[src/ircd_pkg.sv]
// Purpose: shared constants, register map and carrier types for the infrared pulse codec
// Assumes: one 200 MHz system clock, all pins synchronous to it
// Notes: crystal clock is modelled as a one-cycle enable pulse, the baud clock by rising-edge detection
// Summary of operation
// - low codec reset holds encoder and decoder idle
// - optical pulses of either width are demodulated
// - fixed-pulse select high picks monoshot transmit, on the crystal clock only
// - monoshot pulse ends on the sixth crystal cycle after it starts
// - fixed-pulse select defaults low, proportional mode
// - sleep input stops only the oscillator
// - external clock rising edges, sixteen per bit
// - oscillator off when external clock or sleep
// - clock select high external, low crystal
// - falling transmit edges are modulated onto optical output
// - decoded serial output carries demodulated receive data
package ircd_pkg;
	// ------------------------------------------------------------
	// timing
	// ------------------------------------------------------------
	localparam int unsigned CLK_HZ = 200000000;
	localparam int unsigned CRYSTAL_HZ = 3686400;
	localparam int unsigned CRYSTAL_DIV = CLK_HZ / CRYSTAL_HZ;
	localparam int unsigned X16_PER_CRYSTAL = 2;
	localparam int unsigned MONO_CRYSTAL_CYCLES = 6;
	localparam int unsigned PROP_X16_CYCLES = 3;
	localparam int unsigned BIT_X16_CYCLES = 16;
	localparam int unsigned TX_FIFO_DEPTH = 4;

	// ------------------------------------------------------------
	// register map, byte addresses
	// ------------------------------------------------------------
	localparam int unsigned ADDR_W = 4;
	localparam logic [3:0] REG_CTRL = 4'h0;
	localparam logic [3:0] REG_STATUS = 4'h4;
	localparam logic [3:0] REG_RX_COUNT = 4'h8;
	localparam int unsigned CTRL_TX_EN_BIT = 0;
	localparam int unsigned CTRL_RX_EN_BIT = 1;
	localparam logic [1:0] CTRL_RESET = 2'h3;
	localparam int unsigned STATUS_OVERFLOW_BIT = 3;

	// ------------------------------------------------------------
	// carriers and states
	// ------------------------------------------------------------
	typedef struct packed {
		logic mono;
	} ircd_pulse_req_s;

	typedef struct packed {
		logic rx_busy;
		logic fifo_empty;
		logic overflow;
		logic mono_active;
		logic ext_clock;
		logic osc_running;
	} ircd_status_s;

	typedef enum logic {CELL_IDLE, CELL_RUN} ircd_cell_e;
	typedef enum logic {PULSE_IDLE, PULSE_HIGH} ircd_pulse_e;
	typedef enum logic {RX_IDLE, RX_LOW} ircd_rx_e;
endpackage : ircd_pkg

[src/ircd_codec.sv]
// Purpose: serial infrared pulse encoder and decoder with avalon register access
// Assumes: pins synchronous to mclk_in; crystal and x16 rates are enable pulses
// Notes: one wait state on every bus access
//
// Implementation choices: the Avalon-MM interface to the registers and the address map.
`timescale 1ns/10ps
module ircd_codec #(
	parameter int unsigned CRYSTAL_DIV = ircd_pkg::CRYSTAL_DIV,
	parameter int unsigned FIFO_DEPTH = ircd_pkg::TX_FIFO_DEPTH
) (
	input wire logic mclk_in,
	input wire logic rst_in,
	input wire logic codec_reset_low_in,
	input wire logic clock_source_select_in,
	input wire logic osc_sleep_request_in,
	input wire logic fixed_pulse_select_in,
	input wire logic baud_x16_clock_in,
	input wire logic serial_tx_in,
	input wire logic optical_rx_in,
	output logic optical_tx_out,
	output logic serial_rx_out,
	output logic osc_powered_out,
	output logic tx_accept_out,
	input wire logic [ircd_pkg::ADDR_W-1:0] avs_address_in,
	input wire logic avs_read_in,
	input wire logic avs_write_in,
	input wire logic [31:0] avs_writedata_in,
	input wire logic [3:0] avs_byteenable_in,
	output logic [31:0] avs_readdata_out,
	output logic avs_waitrequest_out
);
	localparam int unsigned DW = (CRYSTAL_DIV > 1) ? $clog2(CRYSTAL_DIV) : 1;

	generate
		if (CRYSTAL_DIV < 2 || FIFO_DEPTH < 2)
		begin : g_bad_param
			$error("ircd_codec: CRYSTAL_DIV and FIFO_DEPTH must be at least 2");
		end
	endgenerate

	// ------------------------------------------------------------
	// clock sources
	// ------------------------------------------------------------
	logic codec_hold;
	logic osc_on;
	logic [DW-1:0] div_cnt;
	logic [DW-1:0] next_div_cnt;
	logic half;
	logic next_half;
	logic crystal_tick;
	logic x16_tick;
	logic ext_q;
	logic tx_q;
	logic rx_q;
	logic ext_rise;
	logic tx_fall;
	logic rx_rise;
	logic mono_eff;

	assign codec_hold = !codec_reset_low_in;
	// sleep or external select powers the oscillator down, nothing else
	assign osc_on = !(clock_source_select_in || osc_sleep_request_in);
	assign osc_powered_out = osc_on;
	assign crystal_tick = osc_on && (div_cnt == DW'(CRYSTAL_DIV - 1));
	assign ext_rise = baud_x16_clock_in && !ext_q;
	assign tx_fall = !serial_tx_in && tx_q;
	assign rx_rise = optical_rx_in && !rx_q;
	// select high takes the external clock, low the crystal halved
	assign x16_tick = clock_source_select_in ? ext_rise : (crystal_tick && half);
	// monoshot counts crystal cycles, so it is refused on the external clock
	assign mono_eff = fixed_pulse_select_in && !clock_source_select_in;

	// crystal divider and x16 halving stage
	always_comb
	begin
		next_div_cnt = div_cnt;
		next_half = half;
		if (!osc_on)
		begin
			next_div_cnt = '0;
			next_half = 1'b0;
		end
		else if (crystal_tick)
		begin
			next_div_cnt = '0;
			next_half = !half;
		end
		else
			next_div_cnt = div_cnt + 1'b1;
	end

	always_ff @(posedge mclk_in or posedge rst_in)
	begin
		if (rst_in)
		begin
			div_cnt <= '0;
			half <= 1'b0;
			ext_q <= 1'b0;
			tx_q <= 1'b1;
			rx_q <= 1'b0;
		end
		else
		begin
			div_cnt <= next_div_cnt;
			half <= next_half;
			ext_q <= baud_x16_clock_in;
			tx_q <= serial_tx_in;
			rx_q <= optical_rx_in;
		end
	end

	// ------------------------------------------------------------
	// registers
	// ------------------------------------------------------------
	logic [1:0] ctrl;
	logic [1:0] next_ctrl;
	logic overflow;
	logic next_overflow;
	logic [15:0] rx_count;
	logic [15:0] next_rx_count;
	logic ack;
	logic next_ack;
	logic [31:0] next_readdata;
	logic tx_en;
	logic rx_en;
	logic wr_take;
	logic push_drop;
	ircd_pkg::ircd_status_s status;

	ircd_pkg::ircd_cell_e cell_state;
	ircd_pkg::ircd_cell_e next_cell_state;
	ircd_pkg::ircd_pulse_e pulse_state;
	ircd_pkg::ircd_pulse_e next_pulse_state;
	ircd_pkg::ircd_rx_e rx_state;
	ircd_pkg::ircd_rx_e next_rx_state;
	logic [3:0] cell_cnt;
	logic [3:0] next_cell_cnt;
	logic [2:0] pulse_cnt;
	logic [2:0] next_pulse_cnt;
	logic pulse_mono;
	logic next_pulse_mono;
	logic [3:0] rx_cnt;
	logic [3:0] next_rx_cnt;
	logic next_tx_line;
	logic next_rx_line;
	logic fifo_in_valid;
	logic fifo_out_valid;
	logic fifo_pop;
	ircd_pkg::ircd_pulse_req_s fifo_in_word;
	ircd_pkg::ircd_pulse_req_s fifo_out_word;

	assign tx_en = ctrl[ircd_pkg::CTRL_TX_EN_BIT];
	assign rx_en = ctrl[ircd_pkg::CTRL_RX_EN_BIT];
	assign wr_take = avs_write_in && ack;
	assign push_drop = fifo_in_valid && !tx_accept_out;
	// one wait state: request seen, then answered
	assign avs_waitrequest_out = (avs_read_in || avs_write_in) && !ack;
	assign status = '{rx_busy: (rx_state == ircd_pkg::RX_LOW), fifo_empty: !fifo_out_valid,
		overflow: overflow, mono_active: mono_eff, ext_clock: clock_source_select_in,
		osc_running: osc_on};

	// bus slave; unmapped reads give zero, unmapped writes are dropped
	always_comb
	begin
		next_ack = (avs_read_in || avs_write_in) && !ack;
		next_ctrl = ctrl;
		next_overflow = overflow;
		next_readdata = avs_readdata_out;
		if (next_ack)
		begin
			if (avs_address_in == ircd_pkg::REG_CTRL)
				next_readdata = {30'h0, ctrl};
			else if (avs_address_in == ircd_pkg::REG_STATUS)
				next_readdata = {26'h0, status};
			else if (avs_address_in == ircd_pkg::REG_RX_COUNT)
				next_readdata = {16'h0, rx_count};
			else
				next_readdata = 32'h0;
		end
		if (wr_take && avs_byteenable_in[0])
		begin
			if (avs_address_in == ircd_pkg::REG_CTRL)
				next_ctrl = avs_writedata_in[1:0];
			else if (avs_address_in == ircd_pkg::REG_STATUS &&
				avs_writedata_in[ircd_pkg::STATUS_OVERFLOW_BIT])
				next_overflow = 1'b0;
		end
		// a dropped request in the clearing cycle still sets the flag
		if (push_drop)
			next_overflow = 1'b1;
	end

	always_ff @(posedge mclk_in or posedge rst_in)
	begin
		if (rst_in)
		begin
			ack <= 1'b0;
			ctrl <= ircd_pkg::CTRL_RESET;
			overflow <= 1'b0;
			avs_readdata_out <= 32'h0;
		end
		else
		begin
			ack <= next_ack;
			ctrl <= next_ctrl;
			overflow <= next_overflow;
			avs_readdata_out <= next_readdata;
		end
	end

	// ------------------------------------------------------------
	// encoder
	// ------------------------------------------------------------
	ircd_fifo #(
		.WIDTH($bits(ircd_pkg::ircd_pulse_req_s)),
		.DEPTH(FIFO_DEPTH)
	) u_fifo (
		.mclk_in(mclk_in),
		.rst_in(rst_in),
		.flush_in(codec_hold),
		.in_valid_in(fifo_in_valid),
		.in_ready_out(tx_accept_out),
		.in_data_in(fifo_in_word),
		.out_valid_out(fifo_out_valid),
		.out_ready_in(fifo_pop),
		.out_data_out(fifo_out_word)
	);

	// bit cells and pulse generator; a full queue drops and flags
	always_comb
	begin
		next_cell_state = cell_state;
		next_cell_cnt = cell_cnt;
		next_pulse_state = pulse_state;
		next_pulse_cnt = pulse_cnt;
		next_pulse_mono = pulse_mono;
		fifo_in_valid = 1'b0;
		fifo_in_word = '{mono: mono_eff};
		fifo_pop = 1'b0;
		case (cell_state)
			ircd_pkg::CELL_IDLE:
				if (tx_en && tx_fall)
				begin
					fifo_in_valid = 1'b1;
					if (!mono_eff)
					begin
						next_cell_state = ircd_pkg::CELL_RUN;
						next_cell_cnt = 4'h0;
					end
				end
			ircd_pkg::CELL_RUN:
				if (x16_tick)
				begin
					next_cell_cnt = cell_cnt + 4'h1;
					if (cell_cnt == 4'(ircd_pkg::BIT_X16_CYCLES - 1))
					begin
						// another low bit follows: one more pulse
						if (!serial_tx_in && tx_en)
							fifo_in_valid = 1'b1;
						else
							next_cell_state = ircd_pkg::CELL_IDLE;
					end
				end
			default:
				next_cell_state = ircd_pkg::CELL_IDLE;
		endcase
		case (pulse_state)
			ircd_pkg::PULSE_IDLE:
				if (fifo_out_valid)
				begin
					fifo_pop = 1'b1;
					next_pulse_state = ircd_pkg::PULSE_HIGH;
					next_pulse_cnt = 3'h0;
					next_pulse_mono = fifo_out_word.mono;
				end
			ircd_pkg::PULSE_HIGH:
				if (pulse_mono ? crystal_tick : x16_tick)
				begin
					next_pulse_cnt = pulse_cnt + 3'h1;
					if (pulse_mono && pulse_cnt == 3'(ircd_pkg::MONO_CRYSTAL_CYCLES - 1))
						next_pulse_state = ircd_pkg::PULSE_IDLE;
					else if (!pulse_mono && pulse_cnt == 3'(ircd_pkg::PROP_X16_CYCLES - 1))
						next_pulse_state = ircd_pkg::PULSE_IDLE;
				end
			default:
				next_pulse_state = ircd_pkg::PULSE_IDLE;
		endcase
		if (codec_hold)
		begin
			next_cell_state = ircd_pkg::CELL_IDLE;
			next_pulse_state = ircd_pkg::PULSE_IDLE;
			fifo_in_valid = 1'b0;
		end
		next_tx_line = (next_pulse_state == ircd_pkg::PULSE_HIGH);
	end

	// ------------------------------------------------------------
	// decoder
	// ------------------------------------------------------------
	// edge detect accepts either pulse width; a new pulse restarts the bit
	always_comb
	begin
		next_rx_state = rx_state;
		next_rx_cnt = rx_cnt;
		next_rx_count = rx_count;
		// a held codec ignores light entirely, the pulse counter included
		if (rx_en && rx_rise && !codec_hold)
		begin
			next_rx_state = ircd_pkg::RX_LOW;
			next_rx_cnt = 4'h0;
			next_rx_count = rx_count + 16'h1;
		end
		else if (rx_state == ircd_pkg::RX_LOW && x16_tick)
		begin
			next_rx_cnt = rx_cnt + 4'h1;
			if (rx_cnt == 4'(ircd_pkg::BIT_X16_CYCLES - 1))
				next_rx_state = ircd_pkg::RX_IDLE;
		end
		if (codec_hold)
			next_rx_state = ircd_pkg::RX_IDLE;
		next_rx_line = (next_rx_state != ircd_pkg::RX_LOW);
	end

	always_ff @(posedge mclk_in or posedge rst_in)
	begin
		if (rst_in)
		begin
			cell_state <= ircd_pkg::CELL_IDLE;
			cell_cnt <= 4'h0;
			pulse_state <= ircd_pkg::PULSE_IDLE;
			pulse_cnt <= 3'h0;
			pulse_mono <= 1'b0;
			rx_state <= ircd_pkg::RX_IDLE;
			rx_cnt <= 4'h0;
			rx_count <= 16'h0;
			optical_tx_out <= 1'b0;
			serial_rx_out <= 1'b1;
		end
		else
		begin
			cell_state <= next_cell_state;
			cell_cnt <= next_cell_cnt;
			pulse_state <= next_pulse_state;
			pulse_cnt <= next_pulse_cnt;
			pulse_mono <= next_pulse_mono;
			rx_state <= next_rx_state;
			rx_cnt <= next_rx_cnt;
			rx_count <= next_rx_count;
			optical_tx_out <= next_tx_line;
			serial_rx_out <= next_rx_line;
		end
	end
endmodule : ircd_codec

[src/ircd_fifo.sv]
// Purpose: small pulse request queue between transmit edge logic and pulse generator
// Assumes: single clock, synchronous flush
// Notes: read data come straight from the storage registers
`timescale 1ns/10ps
module ircd_fifo #(
	parameter int unsigned WIDTH = 1,
	parameter int unsigned DEPTH = 4
) (
	input wire logic mclk_in,
	input wire logic rst_in,
	input wire logic flush_in,
	input wire logic in_valid_in,
	output logic in_ready_out,
	input wire logic [WIDTH-1:0] in_data_in,
	output logic out_valid_out,
	input wire logic out_ready_in,
	output logic [WIDTH-1:0] out_data_out
);
	localparam int unsigned PW = (DEPTH > 1) ? $clog2(DEPTH) : 1;

	// ------------------------------------------------------------
	// elaboration checks
	// ------------------------------------------------------------
	generate
		if (DEPTH < 2 || (DEPTH & (DEPTH - 1)) != 0 || WIDTH < 1)
		begin : g_bad_param
			$error("ircd_fifo: DEPTH must be a power of two >= 2");
		end
	endgenerate

	logic [WIDTH-1:0] mem [DEPTH];
	logic [PW-1:0] wr_ptr;
	logic [PW-1:0] rd_ptr;
	logic [PW:0] count;
	logic [PW-1:0] next_wr_ptr;
	logic [PW-1:0] next_rd_ptr;
	logic [PW:0] next_count;
	logic push;
	logic pop;

	// honest full and empty straight from the occupancy count
	assign in_ready_out = (count != (PW+1)'(DEPTH));
	assign out_valid_out = (count != '0);
	assign out_data_out = mem[rd_ptr];
	assign push = in_valid_in && in_ready_out;
	assign pop = out_valid_out && out_ready_in;

	// pointer and count update
	always_comb
	begin
		next_wr_ptr = wr_ptr;
		next_rd_ptr = rd_ptr;
		next_count = count;
		if (flush_in)
		begin
			next_wr_ptr = '0;
			next_rd_ptr = '0;
			next_count = '0;
		end
		else
		begin
			if (push)
				next_wr_ptr = wr_ptr + 1'b1;
			if (pop)
				next_rd_ptr = rd_ptr + 1'b1;
			if (push && !pop)
				next_count = count + 1'b1;
			else if (pop && !push)
				next_count = count - 1'b1;
		end
	end

	always_ff @(posedge mclk_in or posedge rst_in)
	begin
		if (rst_in)
		begin
			wr_ptr <= '0;
			rd_ptr <= '0;
			count <= '0;
		end
		else
		begin
			wr_ptr <= next_wr_ptr;
			rd_ptr <= next_rd_ptr;
			count <= next_count;
		end
	end

	// storage needs no reset; a word is only read after it was written
	always_ff @(posedge mclk_in)
	begin
		if (push && !flush_in)
			mem[wr_ptr] <= in_data_in;
	end
endmodule : ircd_fifo

[config.mk]
export PLATFORM = sky130hd
export DESIGN_NAME = ircd_codec
export DESIGN_NICKNAME = d
export VERILOG_FILES = /design/src/ircd_pkg.sv /design/src/ircd_codec.sv /design/src/ircd_fifo.sv
export SDC_FILE = /design/constraint.sdc
export NUM_CORES = 1
export LEC_CHECK = 0
export ABC_AREA = 1
export ABC_CLOCK_PERIOD_IN_PS = 3440
export BUFFER_PORTS_ARGS = -buffer_cell sky130_fd_sc_hd__buf_2
export CORE_ASPECT_RATIO = 0.8
export CORE_UTILIZATION = 60
export CTS_BUF_LIST = sky130_fd_sc_hd__clkbuf_4 sky130_fd_sc_hd__clkbuf_8
export DETAILED_ROUTE_END_ITERATION = 8
export PLACE_DENSITY = 0.91
export SLEW_MARGIN = 20
export SYNTH_ARGS = -nofsm -noshare
export SYNTH_HDL_FRONTEND = slang
export SYNTH_SLANG_ARGS = --single-unit
export TNS_END_PERCENT = 1
[constraint.sdc]
create_clock -name mclk_in -period 3.44 [get_ports mclk_in]
set_clock_uncertainty 0.15 [all_clocks]
set_input_delay 0.344 -clock mclk_in [delete_from_list [all_inputs] [get_ports mclk_in]]
set_output_delay 0.344 -clock mclk_in [all_outputs]
set_load 0.01 [all_outputs]
==> Yosys cells after proc, flatten, opt, wreduce, memory -nomap -nowiden <==
Memory sizes are Yosys's and may differ from the RTL's. A register that Yosys moved wholly into a read port is not among the register bits.
Index checks and enable logic that the tools add are counted.
W data, S select, Z words.
{ "classes": {"n_addsub": 9, "muxes": 54, "bitwise": 3, "n_eq_ne": 17, "reduce_logical": 48} }
{ "op_table": {"columns": ["operator", "count"], "rows": [
  ["$mux W16", 3],
  ["$mux W1", 30],
  ["$logic_and A1 B1 Y1", 23],
  ["$mux W4", 5],
  ["$add A16 B1 Y16 const B", 1],
  ["$mux W3", 5],
  ["$eq A4 B4 Y1 const B", 3],
  ["$logic_not A1 Y1", 12],
  ["$mux W6", 2],
  ["$ne A2 B2 Y1 const B", 5],
  ["$add A4 B1 Y4 const B", 2],
  ["$mux W2", 4],
  ["$pmux W4 S2", 1],
  ["$reduce_bool A2 Y1", 4],
  ["$add A3 B1 Y3 const B", 2],
  ["$add A6 B1 Y6 const B", 1],
  ["$eq A6 B6 Y1 const B", 1],
  ["$ne A2 B1 Y1 const B", 3],
  ["$pmux W1 S2", 3],
  ["$pmux W3 S2", 1],
  ["$reduce_and A2 Y1", 3],
  ["$reduce_and A3 Y1", 2],
  ["$add A2 B1 Y2 const B", 2],
  ["$eq A4 B3 Y1 const B", 1],
  ["9 further kinds", 12]
]} }
{ "totals": {"register_bits": 84, "word_cells": 152, "inputBits": 51, "ram_bits": 4, "mem_count": 1, "output_inout_bits": 37} }
{ "memory_table": {"columns": ["name", "depth", "word_bits", "read_ports", "rd_ports_with_merged_regs", "write_ports", "line", "rtl"], "rows": [
  ["u_fifo.mem", 4, 1, 1, 1, 1, "ircd_fifo.sv:31", "logic [WIDTH-1:0] mem [DEPTH];"]
]} }

==> Longest topological paths before layout <==
{ "logic_depth": {"word_depth": 14, "ltp_mapped": 15, "mapped_depth_nobuf": 15} }

==> Hierarchy <==
From an unflattened synthesis, not the netlist that was laid out.
{ "unflattened": {"cells_unflattened": 485, "hier_area_um2": 4023.9} }
{ "by_module_without_submodules": {"columns": ["module", "cells_each", "area_per_inst_um2", "seq_area_each_um2", "instances"], "rows": [
  ["ircd_codec", 409, 3364.5, 1556.5, 1],
  ["ircd_fifo", 76, 659.4, 295.3, 1]
]} }

==> Least setup slack after synthesis <==
Ideal clock, no wire load.
{ "synth_timing": {"kind": "reg-to-reg", "start": "reg div_cnt[0]", "end": "reg u_fifo.count[2]", "setup_slack_ps": 1319, "setup_ps": 116, "path_buffers": 0, "arrival_ps": 1854, "path_stages_with_launch": 15, "period_less_slack_ps": 2121, "required_time_ps": 3174, "cell_sequence": "dfrtp_1 ha_1 inv_1 nor2_2 nand4_1 nand3_2 nand3_2 nor2_4 fa_1 xnor2_1 inv_1 nand2_1 nand2_1 nand2_1 nand2_1"} }
{ "synth_via": {"elab_chain_len": 11, "elab_cells_between_ends": 14, "classes_between": "eq/ne: 2; mux: 6; reduce/logical: 6"} }
{ "synth_rtl": {"columns": ["element", "line", "rtl"], "rows": [
  ["start: declaration", "ircd_codec.sv:46", "logic [DW-1:0] div_cnt;"],
  ["start signal: assignment", "ircd_codec.sv:104", "div_cnt <= next_div_cnt;"],
  ["$eq A6 B6 Y1 *", "ircd_codec.sv:64", "assign crystal_tick = osc_on && (div_cnt == DW'(CRYSTAL_DIV - 1));"],
  ["$logic_and A1 B1 Y1 *", "ircd_codec.sv:64", null],
  ["$logic_and A1 B1 Y1 *", "ircd_codec.sv:69", "assign x16_tick = clock_source_select_in ? ext_rise : (crystal_tick && half);"],
  ["$mux W1 *", "ircd_codec.sv:69", null],
  ["$mux W1 *", "ircd_codec.sv:252", "if (x16_tick)"],
  ["$pmux W1 S2 *", "ircd_codec.sv:240", "case (cell_state)"],
  ["$mux W1 *", "ircd_codec.sv:288", "if (codec_hold)"],
  ["$logic_and A1 B1 Y1 *", "ircd_fifo.sv:45", "assign push = in_valid_in && in_ready_out;"],
  ["$logic_not A1 Y1 / $logic_and A1 B1 Y1 (equally long branches)", "ircd_fifo.sv:68, ircd_fifo.sv:66", null],
  ["$logic_and A1 B1 Y1 / $mux W3 (equally long branches)", "ircd_fifo.sv:68, ircd_fifo.sv:66", null],
  ["$ne A3 B1 Y1 (no line) / $mux W3 (equally long branches)", null, null],
  ["end signal: assignment", "ircd_fifo.sv:85", "count <= next_count;"],
  ["end: declaration", "ircd_fifo.sv:34", "logic [PW:0] count;"]
]} }
Mark *: on every way between the ends. The rest lies on a longest branch, timed or not.
A chain may end at the register's enable or synchronous reset.

==> Final worst setup path <==
{ "layout_timing": {"start": "reg div_cnt[1]", "end": "reg u_fifo.count[2]"} }
Same word-level chain as after synthesis.

==> summary.md <==
| Metric | Value |
|---|---|
| Status | `complete, but fails checks` |
| Violated checks | `negative hold slack` |
| CP Capture Type | `flop` |
| Layout area overhead | `12.6%` |
| Finished Layout Cells | `around 550` |
| Max Clock Freq | `394 MHz` |
| Syn Inst Count | `413` |
| Period utilization | `73.8%` |
| HPWL Detailed | `around 5600 µm` |
| DR pass1 iterations | `5` |
| Seq cells post-synth | `73` |
| LEAKAGE | `2.11 nW` |
| Pwr Density | `558 nW/µm²` |
| CP startpoint kind | `flop` |
| Int Power | `1.56 mW` |
| Detailed Route Iter0 Violations | `208` |
| Clk pwr share | `a little under a third` |
| Post-cts sizing count | `0` |
| Mapped cell area | `3700 µm²` |
| Antenna Nets Post-Route | `0` |
| Clock root buffer master | `clkbuf_8` |
| Max Cap Viol | `0` |
| Register area share after synthesis | `~50%` |
| Inst Count DP | `529` |
| Slew Limit Fails | `0` |
| Die H | `72.3 µm` |
| GRT Overall Usage | `25.7%` |
| GRT overflow | `0` |
| Hold Vio Cnt, Final | `41` |
| Setup slack after layout | `between 0.9 and 1 ns` |
| Unrepaired setup endpoints after global routing | `false` |
| Largest net degree at the start of global routing | `50` |
| Peak VDD IR | `0.363 mV` |
| Pre-CTS WS | `0.956 ns` |
| Die extent in x | `89.8 µm` |
| GPL Wtd Cong | `0.852` |
| CTS Buf Count | `9` |
| Clk Latency, worst-skew pair | `0.36 ns` |
| Comb pwr share | `21.2%` |
| Core Area | `5940 µm²` |
| Worst rel slew slack | `43.4%` |
| FILL cells | `442` |
| Worst Hold Class | `primary input to asynchronous set/reset pin` |
| Row count | `25` |
| Switching Share | `32.8%` |
| Io pins | `88` |
| Ys Warns | `0` |
| Die ar. | `6490 µm²` |
| # H-tree levels | `3` |
| Reg2reg path depth | `15` |
| Routed via count | `2890` |
| Antenna cells | `0` |
| Syn Area/Cell | `8.97 µm²` |
| Deepest clock path buffer count | `2` |
| Clock sinks | `73` |
| Port buffer count | `39` |
| Worst path arrival time | `2.64 ns` |
| Synth unique cells | `roughly 40` |
| Seq pwr share | `46.9%` |
| Net count, final | `roughly 530` |
| Crit path kind | `flop to flop` |
| First-pass GRT wire length | `~13000 µm` |
| Starting Density | `62.3%` |
| Via density | `5.27` |
| Layout cells sized above 1 | `~17%` |
| Setup TNS | `0 ns` |
| Vias in the first global route | `2707` |
| Switch Pwr | `between 0.7 and 0.8 mW` |
| Worst Hold Slack | `-0.0259 ns` |
| Routed WL per cell | `14.1 µm` |
| Endpoints failing setup | `0` |
| Final Critical Period | `2.54 ns` |
| Post-Route WL | `7710 µm` |
| Required @ worst endpoint | `~3.5 ns` |
| Clock transition at path regs | `0.08 ns` |
| Initial antenna violation count | `0` |
| CP max FO | `11` |
| CTS tree | `built` |
| Final Power | `approximately 2.3 mW` |
| Drc violations | `0` |
| Tightest Pin Transition | `0.848 ns` |
stage by stage:
stage	area (µm²)	hold WS (ns)	util [%]
floorplan	3760	0.198	-
global placement	3920	0.306	66.0
detailed placement	3920	0.307	66.0
CTS	4170	0.0728	70.1
global route	4170	0.0453	70.1
finish	4170	-0.0259	70.1
worst max-delay path, stage by stage, from the launching register on:
cell,delay [ns]
dfrtp_1,0.40
inv_1,0.06
ha_1,0.13
inv_1,0.05
nor2_2,0.11
nand4_1,0.21
nand3_2,0.21
nand3_2,0.26
nor2_4,0.23
fa_1,0.21
xnor2_1,0.13
inv_1,0.06
nand2_1,0.06
nand2_1,0.05
nand2_1,0.06
nand2_1,0.05
layout by cell type, fill, tap and decap left out, types with 4 or more instances in the layout:
master	instances
clkbuf_8	9
o21ai_0	24
nand2_1	74
dfstp_2	4
nor2_1	34
conb_1	16
nor3_1	7
nand4_1	7
clkinv_2	4
xnor2_1	6
ha_1	12
dfrtp_1	65
buf_2	39
xor2_1	15
o31ai_1	8
inv_1	57
nand3_1	30
edfxtp_1	4
a21oi_1	10
nor2_2	4
Yosys cell counts (all sizes together):
cell type	number	area [µm²]
nor3b	2	15.0
a221oi	2	17.5
nand3	33	188
nand4	7	43.8
conb	1	3.75
nand3b	1	7.51
buf	19	144
o22ai	2	12.5
and3	1	6.26
xnor2	6	52.6
o221ai	1	8.76
clkinv	2	8.75
dfstp	4	105
inv	58	218
fa	1	20.0
a31oi	2	12.5
o31ai	8	60.1
xor2	15	131
nor2	40	175
or2	1	6.26
nand2	76	290
o21a	1	7.51
a21oi	12	75.1
dfrtp	65	1630
o21ai	25	125
clkbuf	2	7.51
ha	12	150
nor3	10	65.1
edfxtp	4	120
repair_timing:
| item | 4_1_cts | 5_1_grt |
|---|---|---|
| endpoints found under the hold margin | 3 | 0 |
| hold buffers | 3 | 0 |
| setup buffers | 0 | 0 |
sequential cells by signal, summed over array words and instances (netlist names), 3 cells and up:
name              flops
avs_readdata_out     16
cell_cnt              4
u_fifo.mem            4
rx_count             16
rx_cnt                4
pulse_cnt             3
u_fifo.count          3
div_cnt               6
path summary, 6_finish.rpt:
kind / from / to / slack [ns]
min in group mclk_in: avs_writedata_in[0] / ctrl[0]$_DFFE_PP1P_ / 0.08
min: rst_in / avs_readdata_out[13]$_DFFE_PP0P_ / -0.03
max: div_cnt[1]$_DFF_PP0_ / u_fifo.count[2]$_DFFE_PP0P_ / 0.90
max in group asynchronous: rst_in / rx_count[9]$_DFFE_PP0P_ / 2.43
max reg2reg: div_cnt[1]$_DFF_PP0_ / u_fifo.count[2]$_DFFE_PP0P_ / 0.90
min reg2reg: rx_count[14]$_DFFE_PP0P_ / rx_count[14]$_DFFE_PP0P_ / 0.32
layout make-up:
type / instances / area (µm²) / share of cell area [%]
Timing Repair Buffer: 44 / 240 / 5.76
Multi-Input combinational cell: 274 / 1530 / 36.7
Tap cell: 81 / 101 / 2.43
Clock inverter: 7 / 93.8 / 2.25
Sequential cell: 73 / 1850 / 44.4
Clock buffer: 9 / 124 / 2.97
Inverter: 60 / 228 / 5.46
per-layer routing:
layer	track usage, %	share of wire (%)	vias to the layer above
met4	10.0	1.8	0
met5	0	0	-
met2	41.9	49	100
li1	-	-	1405
met3	6.18	5.3	18
met1	33.8	44	1367
kinds of logic (layout without fill, tap and decap cells):
kind of cell / count (synthesis) / in the layout / share of synthesized area, %
buffers and inverters: 81 / 120 / 10.2
other: 1 / 16 / 0.101
and+or+nand+nor: 171 / 171 / 21.5
xor gates and xnor gates: 21 / 21 / 4.97
adders and majority gates: 13 / 13 / 4.59
DFF: 73 / 73 / 50.0
AOI/OAI and AO/OA: 53 / 53 / 8.62
power groups by stage:
stage	logic, mW	registers (mW)	clock network [mW]
floorplan	0.374	1.08	0
finish	0.494	1.09	0.740
global route	0.556	1.11	0.776
global placement	0.455	1.09	0
CTS	0.492	1.09	0.749
detailed placement	0.485	1.10	0
Power figures use the tool's default switching activity.
